## config.mk

```make
export PLATFORM = sky130hd
export DESIGN_NAME = amc_mode_ctrl
export DESIGN_NICKNAME = d
export VERILOG_FILES = /design/src/verilog/amc_pkg.sv /design/src/verilog/amc_sync.sv /design/src/verilog/amc_code_fmt.sv /design/src/verilog/amc_mode_ctrl.sv
export SDC_FILE = /design/constraint.sdc
export NUM_CORES = 1
export LEC_CHECK = 0
export BUFFER_PORTS_ARGS = -buffer_cell sky130_fd_sc_hd__buf_2
export CORE_ASPECT_RATIO = 0.9
export CORE_UTILIZATION = 40
export DETAILED_ROUTE_END_ITERATION = 10
export PLACE_DENSITY = 0.74
export SLEW_MARGIN = 5
export SYNTH_ARGS = -nofsm -noshare
export SYNTH_HDL_FRONTEND = slang
export SYNTH_HIERARCHICAL = 1
export SYNTH_SLANG_ARGS = --single-unit
```

## constraint.sdc

```tcl
create_clock -name clk -period 2.59 [get_ports clk]
set_clock_uncertainty 0.1 [all_clocks]
set_input_delay 0.1295 -clock clk [delete_from_list [all_inputs] [get_ports clk]]
set_output_delay 0.1295 -clock clk [all_outputs]
set_load 0.01 [all_outputs]
```

## src/verilog/amc_pkg.sv

```systemverilog
package amc_pkg;

  localparam int          CODE_W      = 18;
  localparam int          CH_W        = 3;
  localparam int          ADDR_W      = 4;
  localparam int          DATA_W      = 32;
  localparam int          CNT_W       = 24;

  // register byte offsets
  localparam logic [3:0]  OFS_CTRL    = 4'h0;
  localparam logic [3:0]  OFS_STATUS  = 4'h4;
  localparam logic [3:0]  OFS_LSB     = 4'h8;
  localparam logic [3:0]  OFS_RESULT  = 4'hC;

  // control field positions and reset value
  localparam int          CTRL_RES_EN = 0;
  localparam logic [0:0]  CTRL_RST    = 1'h1;

  // status field positions
  localparam int          ST_REF_SEL  = 0;
  localparam int          ST_SPAN     = 1;
  localparam int          ST_PD_REQ_N = 2;
  localparam int          ST_PWR_LO   = 3;
  localparam int          ST_PWR_HI   = 4;
  localparam int          ST_SETTLE   = 5;
  localparam int          ST_BOOT_REF = 6;
  localparam int          ST_BOOT_OK  = 7;

  // result register: code in the low bits, channel above it
  localparam int          RES_CH_LSB  = 18;
  localparam int          RES_VLD     = 21;

  // code step in picovolts: full-scale span / 262144
  localparam longint      CODE_STEPS  = 262144;
  localparam logic [31:0] LSB_WIDE_PV = 32'h048C_2658;
  localparam logic [31:0] LSB_NARR_PV = 32'h0246_132C;

  // timing
  localparam int          CLK_MHZ          = 250;
  localparam int          SPAN_SETTLE_US   = 80;
  localparam int          SPAN_SETTLE_CYC  = SPAN_SETTLE_US * CLK_MHZ;
  localparam int          RECOVERY_CYC_DEF = 1000;

  localparam logic [CODE_W-1:0] SIGN_FLIP = 18'h20000;

  typedef enum logic [1:0] {
    PWR_RUN      = 2'h0,
    PWR_STANDBY  = 2'h1,
    PWR_SHUTDOWN = 2'h3
  } amc_pwr_t;

  typedef struct packed {
    logic ref_sel;
    logic span_sel;
    logic pd_req_n;
  } amc_pins_t;

  typedef struct packed {
    logic bandgap_en;
    logic ref_io_oe;
    logic ref_buf_en;
    logic regulator_en;
    logic core_en;
    logic span_wide;
  } amc_analog_t;

  typedef struct packed {
    logic              valid;
    logic [CH_W-1:0]   channel;
    logic [CODE_W-1:0] code;
  } amc_result_t;

endpackage

```

## src/verilog/amc_sync.sv

```systemverilog
`timescale 1ns/1ns
module amc_sync (
  input  wire logic clk,
  input  wire logic srst,
  input  wire logic d,
  output logic      q
);
  logic meta_ff;
  logic q_ff;

  always_ff @(posedge clk) begin
    // reset preloads the pin level, so no false edge follows reset release
    if (srst) begin
      meta_ff <= d;
      q_ff    <= d;
    end else begin
      meta_ff <= d;
      q_ff    <= meta_ff;
    end
  end

  assign q = q_ff;
endmodule

```

## src/verilog/amc_code_fmt.sv

```systemverilog
`timescale 1ns/1ns
module amc_code_fmt (
  input  wire logic                         clk,
  input  wire logic                         srst,
  input  wire logic                         raw_valid,
  input  wire logic [amc_pkg::CH_W-1:0]     raw_channel,
  input  wire logic [amc_pkg::CODE_W-1:0]   raw_code,
  output amc_pkg::amc_result_t              result
);
  amc_pkg::amc_result_t result_ff;

  // offset binary from the core becomes two's complement by inverting the msb
  always_ff @(posedge clk) begin
    if (srst) begin
      result_ff <= '0;
    end else begin
      result_ff.valid <= raw_valid;
      if (raw_valid) begin
        result_ff.channel <= raw_channel;
        result_ff.code    <= raw_code ^ amc_pkg::SIGN_FLIP;
      end
    end
  end

  assign result = result_ff;
endmodule

```

## src/verilog/amc_mode_ctrl.sv

```systemverilog
`timescale 1ns/1ns
module amc_mode_ctrl #(
  parameter int SETTLE_CYC   = amc_pkg::SPAN_SETTLE_CYC,
  parameter int RECOVERY_CYC = amc_pkg::RECOVERY_CYC_DEF
) (
  input  wire logic                          clk,
  input  wire logic                          srst,
  // mode pins from the host
  input  wire amc_pkg::amc_pins_t            pins,
  // raw conversion results from the converter core
  input  wire logic                          raw_valid,
  input  wire logic [amc_pkg::CH_W-1:0]      raw_channel,
  input  wire logic [amc_pkg::CODE_W-1:0]    raw_code,
  // analog control, result and settle status outputs
  output amc_pkg::amc_analog_t               analog,
  output amc_pkg::amc_result_t               result,
  output logic                               settle_busy,
  // Avalon-MM slave
  input  wire logic [amc_pkg::ADDR_W-1:0]    avs_address,
  input  wire logic                          avs_read,
  input  wire logic                          avs_write,
  input  wire logic [amc_pkg::DATA_W-1:0]    avs_writedata,
  output logic [amc_pkg::DATA_W-1:0]         avs_readdata,
  output logic                               avs_waitrequest
);

  logic                       ref_sel_s;
  logic                       span_s;
  logic                       pd_req_n_s;
  logic                       span_prev_ff;
  logic                       boot_ref_ff;
  logic                       boot_ok_ff;
  logic                       res_en_ff;
  logic                       ack_ff;
  logic [amc_pkg::DATA_W-1:0] rdata_ff;
  logic [amc_pkg::CNT_W-1:0]  settle_ff;
  logic [amc_pkg::CNT_W-1:0]  nxt_settle;
  logic [amc_pkg::DATA_W-1:0] nxt_rdata;
  logic [amc_pkg::DATA_W-1:0] status;
  logic [amc_pkg::DATA_W-1:0] lsb_pv;
  logic                       req;
  logic                       pd_sel_shutdown;
  logic                       fmt_valid;
  amc_pkg::amc_pwr_t          pwr_ff;
  amc_pkg::amc_pwr_t          nxt_pwr;
  amc_pkg::amc_result_t       fmt_res;
  amc_pkg::amc_result_t       result_ff;

  localparam logic [amc_pkg::CNT_W-1:0] SETTLE_LOAD   = amc_pkg::CNT_W'(SETTLE_CYC);
  localparam logic [amc_pkg::CNT_W-1:0] RECOVERY_LOAD = amc_pkg::CNT_W'(RECOVERY_CYC);

  // synchronised copies feed only status, the code step weight, settle timing and the power state
  amc_sync u_sync_ref (
    .clk  (clk),
    .srst (srst),
    .d    (pins.ref_sel),
    .q    (ref_sel_s)
  );

  amc_sync u_sync_span (
    .clk  (clk),
    .srst (srst),
    .d    (pins.span_sel),
    .q    (span_s)
  );

  amc_sync u_sync_pd (
    .clk  (clk),
    .srst (srst),
    .d    (pins.pd_req_n),
    .q    (pd_req_n_s)
  );

  // analog enables come straight from the pins: no clock sits in the path,
  // so a pin change reaches the analog section without waiting for an edge
  // span high picks standby, span low picks shutdown
  assign pd_sel_shutdown = ~pins.span_sel;

  always_comb begin
    analog.span_wide    = pins.span_sel;
    analog.core_en      = pins.pd_req_n;
    analog.regulator_en = pins.pd_req_n | ~pd_sel_shutdown;
    analog.bandgap_en   = pins.ref_sel & analog.regulator_en;
    // the pin is driven only when the band-gap sources it; in external mode
    // it stays a high-impedance input fed by the host's reference
    analog.ref_io_oe    = pins.ref_sel & analog.regulator_en;
    analog.ref_buf_en   = analog.regulator_en;
  end

  // reference mode seen on the first cycle after reset release
  always_ff @(posedge clk) begin
    if (srst) begin
      boot_ref_ff <= 1'b0;
      boot_ok_ff  <= 1'b0;
    end else if (!boot_ok_ff) begin
      boot_ref_ff <= pins.ref_sel;
      boot_ok_ff  <= 1'b1;
    end
  end

  // power state tracking for status and recovery timing
  always_comb begin
    nxt_pwr = pwr_ff;
    unique case (pwr_ff)
      amc_pkg::PWR_RUN: begin
        if (!pd_req_n_s) begin
          nxt_pwr = span_s ? amc_pkg::PWR_STANDBY : amc_pkg::PWR_SHUTDOWN;
        end
      end
      amc_pkg::PWR_STANDBY,
      amc_pkg::PWR_SHUTDOWN: begin
        if (pd_req_n_s) begin
          nxt_pwr = amc_pkg::PWR_RUN;
        end
      end
      default: begin
        nxt_pwr = amc_pkg::PWR_RUN;
      end
    endcase
  end

  always_ff @(posedge clk) begin
    if (srst) begin
      pwr_ff <= amc_pkg::PWR_RUN;
    end else begin
      pwr_ff <= nxt_pwr;
    end
  end

  // settle window: restarted by a span change or by leaving power-down;
  // the host is expected to hold off conversions while it runs
  always_ff @(posedge clk) begin
    if (srst) begin
      span_prev_ff <= span_s;
    end else begin
      span_prev_ff <= span_s;
    end
  end

  always_comb begin
    nxt_settle = settle_ff;
    if (pwr_ff != amc_pkg::PWR_RUN && nxt_pwr == amc_pkg::PWR_RUN) begin
      nxt_settle = RECOVERY_LOAD;
    end else if (span_s != span_prev_ff) begin
      nxt_settle = SETTLE_LOAD;
    end else if (settle_ff != '0) begin
      nxt_settle = settle_ff - amc_pkg::CNT_W'(1);
    end
  end

  always_ff @(posedge clk) begin
    if (srst) begin
      settle_ff <= '0;
    end else begin
      settle_ff <= nxt_settle;
    end
  end

  assign settle_busy = (settle_ff != '0);

  // result formatting
  amc_code_fmt u_fmt (
    .clk         (clk),
    .srst        (srst),
    .raw_valid   (raw_valid),
    .raw_channel (raw_channel),
    .raw_code    (raw_code),
    .result      (fmt_res)
  );

  assign fmt_valid = fmt_res.valid & res_en_ff;

  // result output and register hold the last formatted code; the enable lets
  // software freeze the value while it reads it
  always_ff @(posedge clk) begin
    if (srst) begin
      result_ff <= '0;
    end else begin
      result_ff.valid <= fmt_valid;
      if (fmt_valid) begin
        result_ff.channel <= fmt_res.channel;
        result_ff.code    <= fmt_res.code;
      end
    end
  end

  assign result = result_ff;

  // code step weight follows the live span
  assign lsb_pv = span_s ? amc_pkg::LSB_WIDE_PV : amc_pkg::LSB_NARR_PV;

  always_comb begin
    status                        = '0;
    status[amc_pkg::ST_REF_SEL]   = ref_sel_s;
    status[amc_pkg::ST_SPAN]      = span_s;
    status[amc_pkg::ST_PD_REQ_N]  = pd_req_n_s;
    status[amc_pkg::ST_PWR_LO]    = pwr_ff[0];
    status[amc_pkg::ST_PWR_HI]    = pwr_ff[1];
    status[amc_pkg::ST_SETTLE]    = settle_busy;
    status[amc_pkg::ST_BOOT_REF]  = boot_ref_ff;
    status[amc_pkg::ST_BOOT_OK]   = boot_ok_ff;
  end

  // bus slave: every access waits exactly one cycle, then completes
  assign req             = avs_read | avs_write;
  assign avs_waitrequest = req & ~ack_ff;

  always_ff @(posedge clk) begin
    if (srst) begin
      ack_ff <= 1'b0;
    end else begin
      ack_ff <= req & ~ack_ff;
    end
  end

  always_ff @(posedge clk) begin
    if (srst) begin
      res_en_ff <= amc_pkg::CTRL_RST;
    end else if (avs_write && ack_ff && avs_address == amc_pkg::OFS_CTRL) begin
      res_en_ff <= avs_writedata[amc_pkg::CTRL_RES_EN];
    end
  end

  always_comb begin
    nxt_rdata = '0;
    unique case (avs_address)
      amc_pkg::OFS_CTRL: begin
        nxt_rdata[amc_pkg::CTRL_RES_EN] = res_en_ff;
      end
      amc_pkg::OFS_STATUS: begin
        nxt_rdata = status;
      end
      amc_pkg::OFS_LSB: begin
        nxt_rdata = lsb_pv;
      end
      amc_pkg::OFS_RESULT: begin
        nxt_rdata[amc_pkg::CODE_W-1:0]                    = result_ff.code;
        nxt_rdata[amc_pkg::RES_VLD-1:amc_pkg::RES_CH_LSB] = result_ff.channel;
        nxt_rdata[amc_pkg::RES_VLD]                       = result_ff.valid;
      end
      default: begin
        nxt_rdata = '0;
      end
    endcase
  end

  always_ff @(posedge clk) begin
    if (srst) begin
      rdata_ff <= '0;
    end else if (avs_read && !ack_ff) begin
      rdata_ff <= nxt_rdata;
    end
  end

  assign avs_readdata = rdata_ff;

endmodule

```

==> Yosys cells after proc, flatten, opt, wreduce, memory -nomap -nowiden <==
Index checks and enable logic that the tools add are counted.
Widths: inputs -> output; s select.
{ "word_totals": {"word_cells": 66, "in_bits": 65, "out_inout_bits": 62, "regBits": 113} }
{ "classes": {"bitwise": 7, "n_eq_ne": 6, "muxes": 15, "n_addsub": 1, "reduce_logical": 15} }
{ "ops": {"columns": ["cell", "n"], "rows": [
  ["$pmux 21 s3", 1],
  ["$mux 15", 2],
  ["$mux 27", 1],
  ["$reduce_bool 24->1", 1],
  ["$sub 24x1->24 const B", 1],
  ["$mux 10", 1],
  ["$eq 4x4->1 const B", 2],
  ["$mux 2", 3],
  ["$mux 5", 1],
  ["$eq 4x3->1 const B", 1],
  ["$logic_and 1x1->1", 4],
  ["$logic_not 2->1", 2],
  ["$logic_not 4->1", 1],
  ["$mux 1", 4],
  ["$pmux 1 s4", 1],
  ["$pmux 2 s2", 1],
  ["$reduce_bool 2->1", 2],
  ["$reduce_or 2->1", 2],
  ["$and 1x1->1", 3],
  ["$reduce_bool 3->1", 1],
  ["$reduce_or 3->1", 1],
  ["$eq 2x1->1 const B", 1],
  ["$eq 2x2->1 const B", 1],
  ["$not 1->1", 2],
  ["3 further kinds", 4]
]} }

==> Logic depth before layout (Yosys ltp) <==
{ "depth": {"ltp_word": 6, "mapped_depth": 7, "depth_no_buf": 7} }

==> By module <==
The synthesis kept the hierarchy.
{ "by_module_without_submodules": {"columns": ["mod", "instances", "area_per_inst_um2", "seq_area_each_um2", "cells_each"], "rows": [
  ["amc_mode_ctrl", 1, 3522.1, 1541.5, 425],
  ["amc_code_fmt", 1, 798.3, 440.4, 70],
  ["amc_sync", 3, 55.1, 40.0, 3]
]} }

==> Worst setup path after synthesis <==
OpenSTA, ideal clock, no wires.
{ "synth_timing": {"path_kind": "flip-flop to flip-flop", "start": "register settle_ff[11] (netlist name)", "end": "register settle_ff[1] (netlist name)", "required_ns": 2.410, "stages_incl_launch_ff": 7, "n_path_buf": 1, "synth_period_minus_slack_ns": 2.090, "setup_time_ns": 0.080, "slack_ns": 0.500, "t_arrival_ns": 1.911, "path_cell_list": "dfxtp_1 or4_4 or4_4 buf_6 nor2_4 inv_2 a211oi_2"} }
{ "synth_between": {"elab_chain_cells": 1} }
{ "synth_lines": {"columns": ["item", "line_no", "source"], "rows": [
  ["start: declaration", "amc_mode_ctrl.sv:36", "logic [amc_pkg::CNT_W-1:0] settle_ff;"],
  ["start signal: assignment", "amc_mode_ctrl.sv:155", "settle_ff <= nxt_settle;"],
  ["$reduce_bool 24->1", null, null],
  ["net settle_busy", "amc_mode_ctrl.sv:17", "output logic settle_busy,"]
]} }
The timed path passes the listed nets, and every way through them passes these cells.
A chain may end at the register's enable or synchronous reset.

==> Worst setup path in the final report <==
{ "layout_timing": {"start": "register settle_ff[11] (netlist name)", "end": "output settle_busy"} }
{ "layout_between": {"elab_chain_cells": 1} }
{ "layout_lines": {"columns": ["item", "line_no", "source"], "rows": [
  ["$reduce_bool 24->1", "amc_mode_ctrl.sv:159", "assign settle_busy = (settle_ff != '0);"],
  ["end: declaration", "amc_mode_ctrl.sv:17", null]
]} }
Every way passes these cells.

==> metrics.txt <==
status complete, no violations; largest family of logic cells by synthesized area simple AND/OR/NAND/NOR gates; antenna violations before repair 0; Detailed Place HPWL around 7600 um; pwr/cell area about 700 nW/um2; adder-cell area share of the yosys netlist 0.279%; Clock Latency Late Sink approximately 0.35 ns; Placed Cells about 700; simple-gate share of the synthesized area 22.2%; starting density of the core 41.3%; post-synthesis sequential area ratio a little under half; dominant cells by area after synthesis dfxtp_1 (47%), mux2i_1 (6.7%), nand2_1 (6.4%); switching portion of total power slightly above 30%; Max IR drop VDD around 0.37 mV; Synth Area in XOR/XNOR 1.17%; fin crit share 96.4%; GR Overflow Total 0; vias in the first global route about 3.4k; Netlist Area Pre-Place roughly 4500 um2; TritonCTS buffer count 9; drt total wl roughly 11000 um; Final Wtd Congestion about 0.83; Worst Path Required between 2 and 2.5 ns; number of synthesized register bits 105; CP max stage delay around 0.61 ns; Period minus WS final between 2 and 2.5 ns; mux cell area share after synthesis approximately 8.5%; Hold Vio Cnt, Final 0; area grow syn2layout 23.0%; post-synthesis cell type count 58; Iter 0 DRT Violations 223; total negative slack 0 ns; Root Buffer clkbuf_16; Yosys top cell by area dfxtp_1; Startpoint Class flop; Worst Path Arrival 2.27 ns; DIE AREA around 12000 um2; leading cell type in the layout, fill and taps excluded dfxtp_1; DIE HEIGHT a little over 100 um; part of the power in the clock network a little over a third; final setup fails 0; Gate power share about 18%; share of cells above drive strength 1 a little under a quarter; complex-gate fraction of the synthesized area between 10% and 20%; # Max-Cap Violations 0; top_reg_cell synth dfxtp_1; clock slew at reported path FFs approximately 0.08 ns; largest net degree at the start of global routing 39; Final Net Count about 670; Cell Area, Placed approximately 5000 um2; Yosys Warn Count 6; Vias 3916; crit path max-delay cell type or4_4; Crit Path Class reg -> out; most frequent cells in the layout dfxtp_1 (105), buf_2 (89), nand2_1 (76); part of the power in registers a little under half; global-route wire length before repair 16800 um; DR pass1 iterations 5; number of nets with antenna violations after routing 0; Tightest Hold Check Type in -> reg; final instance area roughly 5500 um2; critical path endpoint category output port; max-slew violation count 0; Finished Layout Cells 759; ys async rst share 0%; Longest Clk Path Bufs 2; Synth top area share a little under half; syn avg cell area approximately 8.9 um2; Fillers ~1000; Tot GR Track Use 18.3%; WL/cell roughly 14 um; # clock sinks 105; CTS resizes 0; Pleak about 2.3 nW; RSZ-0062 raised after global routing false; CP most frequent cell or4_4; CP cell instances or4_4 > or4_4 > nor2_4 > inv_2 > buf_2; Sw Pwr between 1 and 1.5 mW; cells after synthesis approximately 500; Die Width roughly 110 um; Worst Max-Slew Pin Slew approximately 0.81 ns; relative slew slack a little under half; P_int roughly 2.7 mW; Core Box Area around 11000 um2; routed vias/inst 5.16; cell row count 36; I/O pin count ~130; Post-synth EDFFs 0; CP max FO 8; diode count 0; port bufs 89; H-tree levels 3; fmax around 400 MHz; number of remaining DRC errors 0; CTS tree yes
[final timing paths]
path	start	end	slack [ns]	cells past startpoint
setup / recovery	settle_ff[11]	settle_busy	0.09	5
hold / removal	srst	boot_ref_ff	0.04	2
setup reg to reg	settle_ff[3]	settle_ff[13]	0.33	4
hold reg to reg	avs_readdata[19]	avs_readdata[19]	0.35	2
[metal layers]
layer	GRT usage [%]	share of wire (%)
met1	25.7	49
met4	6.28	1.5
met5	0	0
met2	27.7	45
met3	4.27	4.7
[power by group through the flow]
| stage | Sequential [mW] | Clock (mW) | Combinational (mW) |
|---|---|---|---|
| after floorplan | 1.80 | 0 | 0.526 |
| after global placement | 1.81 | 0 | 0.641 |
| after detailed placement | 1.82 | 0 | 0.664 |
| after CTS | 1.78 | 1.40 | 0.701 |
| after global routing | 1.80 | 1.46 | 0.774 |
| final | 1.79 | 1.38 | 0.706 |
[stage by stage]
stage	hold WS [ns]	setup slack (ns)	utilization (%)	power, mW
after floorplan	0.0572	0.500	-	2.33
after global placement	0.182	0.425	45.5	2.46
after detailed placement	0.183	0.371	45.5	2.48
after CTS	0.0350	0.104	50.8	3.89
after global routing	0.0386	0.0402	50.8	4.04
final	0.0357	0.0933	50.8	3.88
[kinds of logic (layout without fill, tap and decap cells)]
family | Yosys count | count (layout)
buffers and inverters | 49 | 147
adder cells (fa/ha/maj) | 1 | 1
flip-flops | 105 | 105
AO/OA/AOI/OAI | 106 | 106
AND/OR/NAND/NOR | 200 | 200
other | 1 | 6
XOR/XNOR | 6 | 6
multiplexers | 36 | 36
[worst max-delay path, delay by kind of cell (launching register included)]
family,cells,cell delay [ns]
buffers and inverters,2,0.18
DFF,1,0.38
and+or+nand+nor,3,1.36
[timing repair]
item                                   in CTS  in global routing
hold buffers                               27                  0
endpoints found under the hold margin      30                  0
buffers inserted                            0                  0
[state kept, by name (all words and copies together), names as in the netlist]
name                 flops
pwr_ff                   2
u_fmt/result            22
u_sync_pd/meta_ff        1
u_sync_pd/q              1
u_sync_span/q            1
result                  22
u_sync_span/meta_ff      1
boot_ok_ff               1
u_sync_ref/q             1
ack_ff                   1
u_sync_ref/meta_ff       1
boot_ref_ff              1
res_en_ff                1
avs_readdata            24
span_prev_ff             1
settle_ff               24
[cell usage after synthesis, types with 3 or more instances]
master / number
nor2_1: 42
inv_1: 6
o31ai_1: 4
nor3_1: 15
nand3_1: 7
xnor2_1: 4
o21ai_0: 16
nand2b_1: 11
or4_4: 4
a2111oi_0: 3
mux2_4: 3
nand2_1: 76
a21o_1: 4
a22oi_1: 6
mux2_2: 3
buf_6: 3
a211oi_1: 3
or3_1: 7
nor2b_1: 5
and2_1: 6
buf_4: 12
nand4_1: 6
mux2i_1: 30
or4_1: 5
nor4_1: 3
clkbuf_1: 20
a21oi_1: 53
a31oi_1: 3
buf_1: 3
dfxtp_1: 105
[area by class of cell]
cell class | count | area (um2) | area share, %
inverter | 7 | 26.3 | 0.476
clock inverter | 7 | 83.8 | 1.52
sequential | 105 | 2100 | 38.1
clock buffer | 9 | 225 | 4.08
timing repair buffer | 124 | 776 | 14.1
multi-input combinational | 355 | 2120 | 38.3
tap | 152 | 190 | 3.45
(Power assumes the default switching activity.)
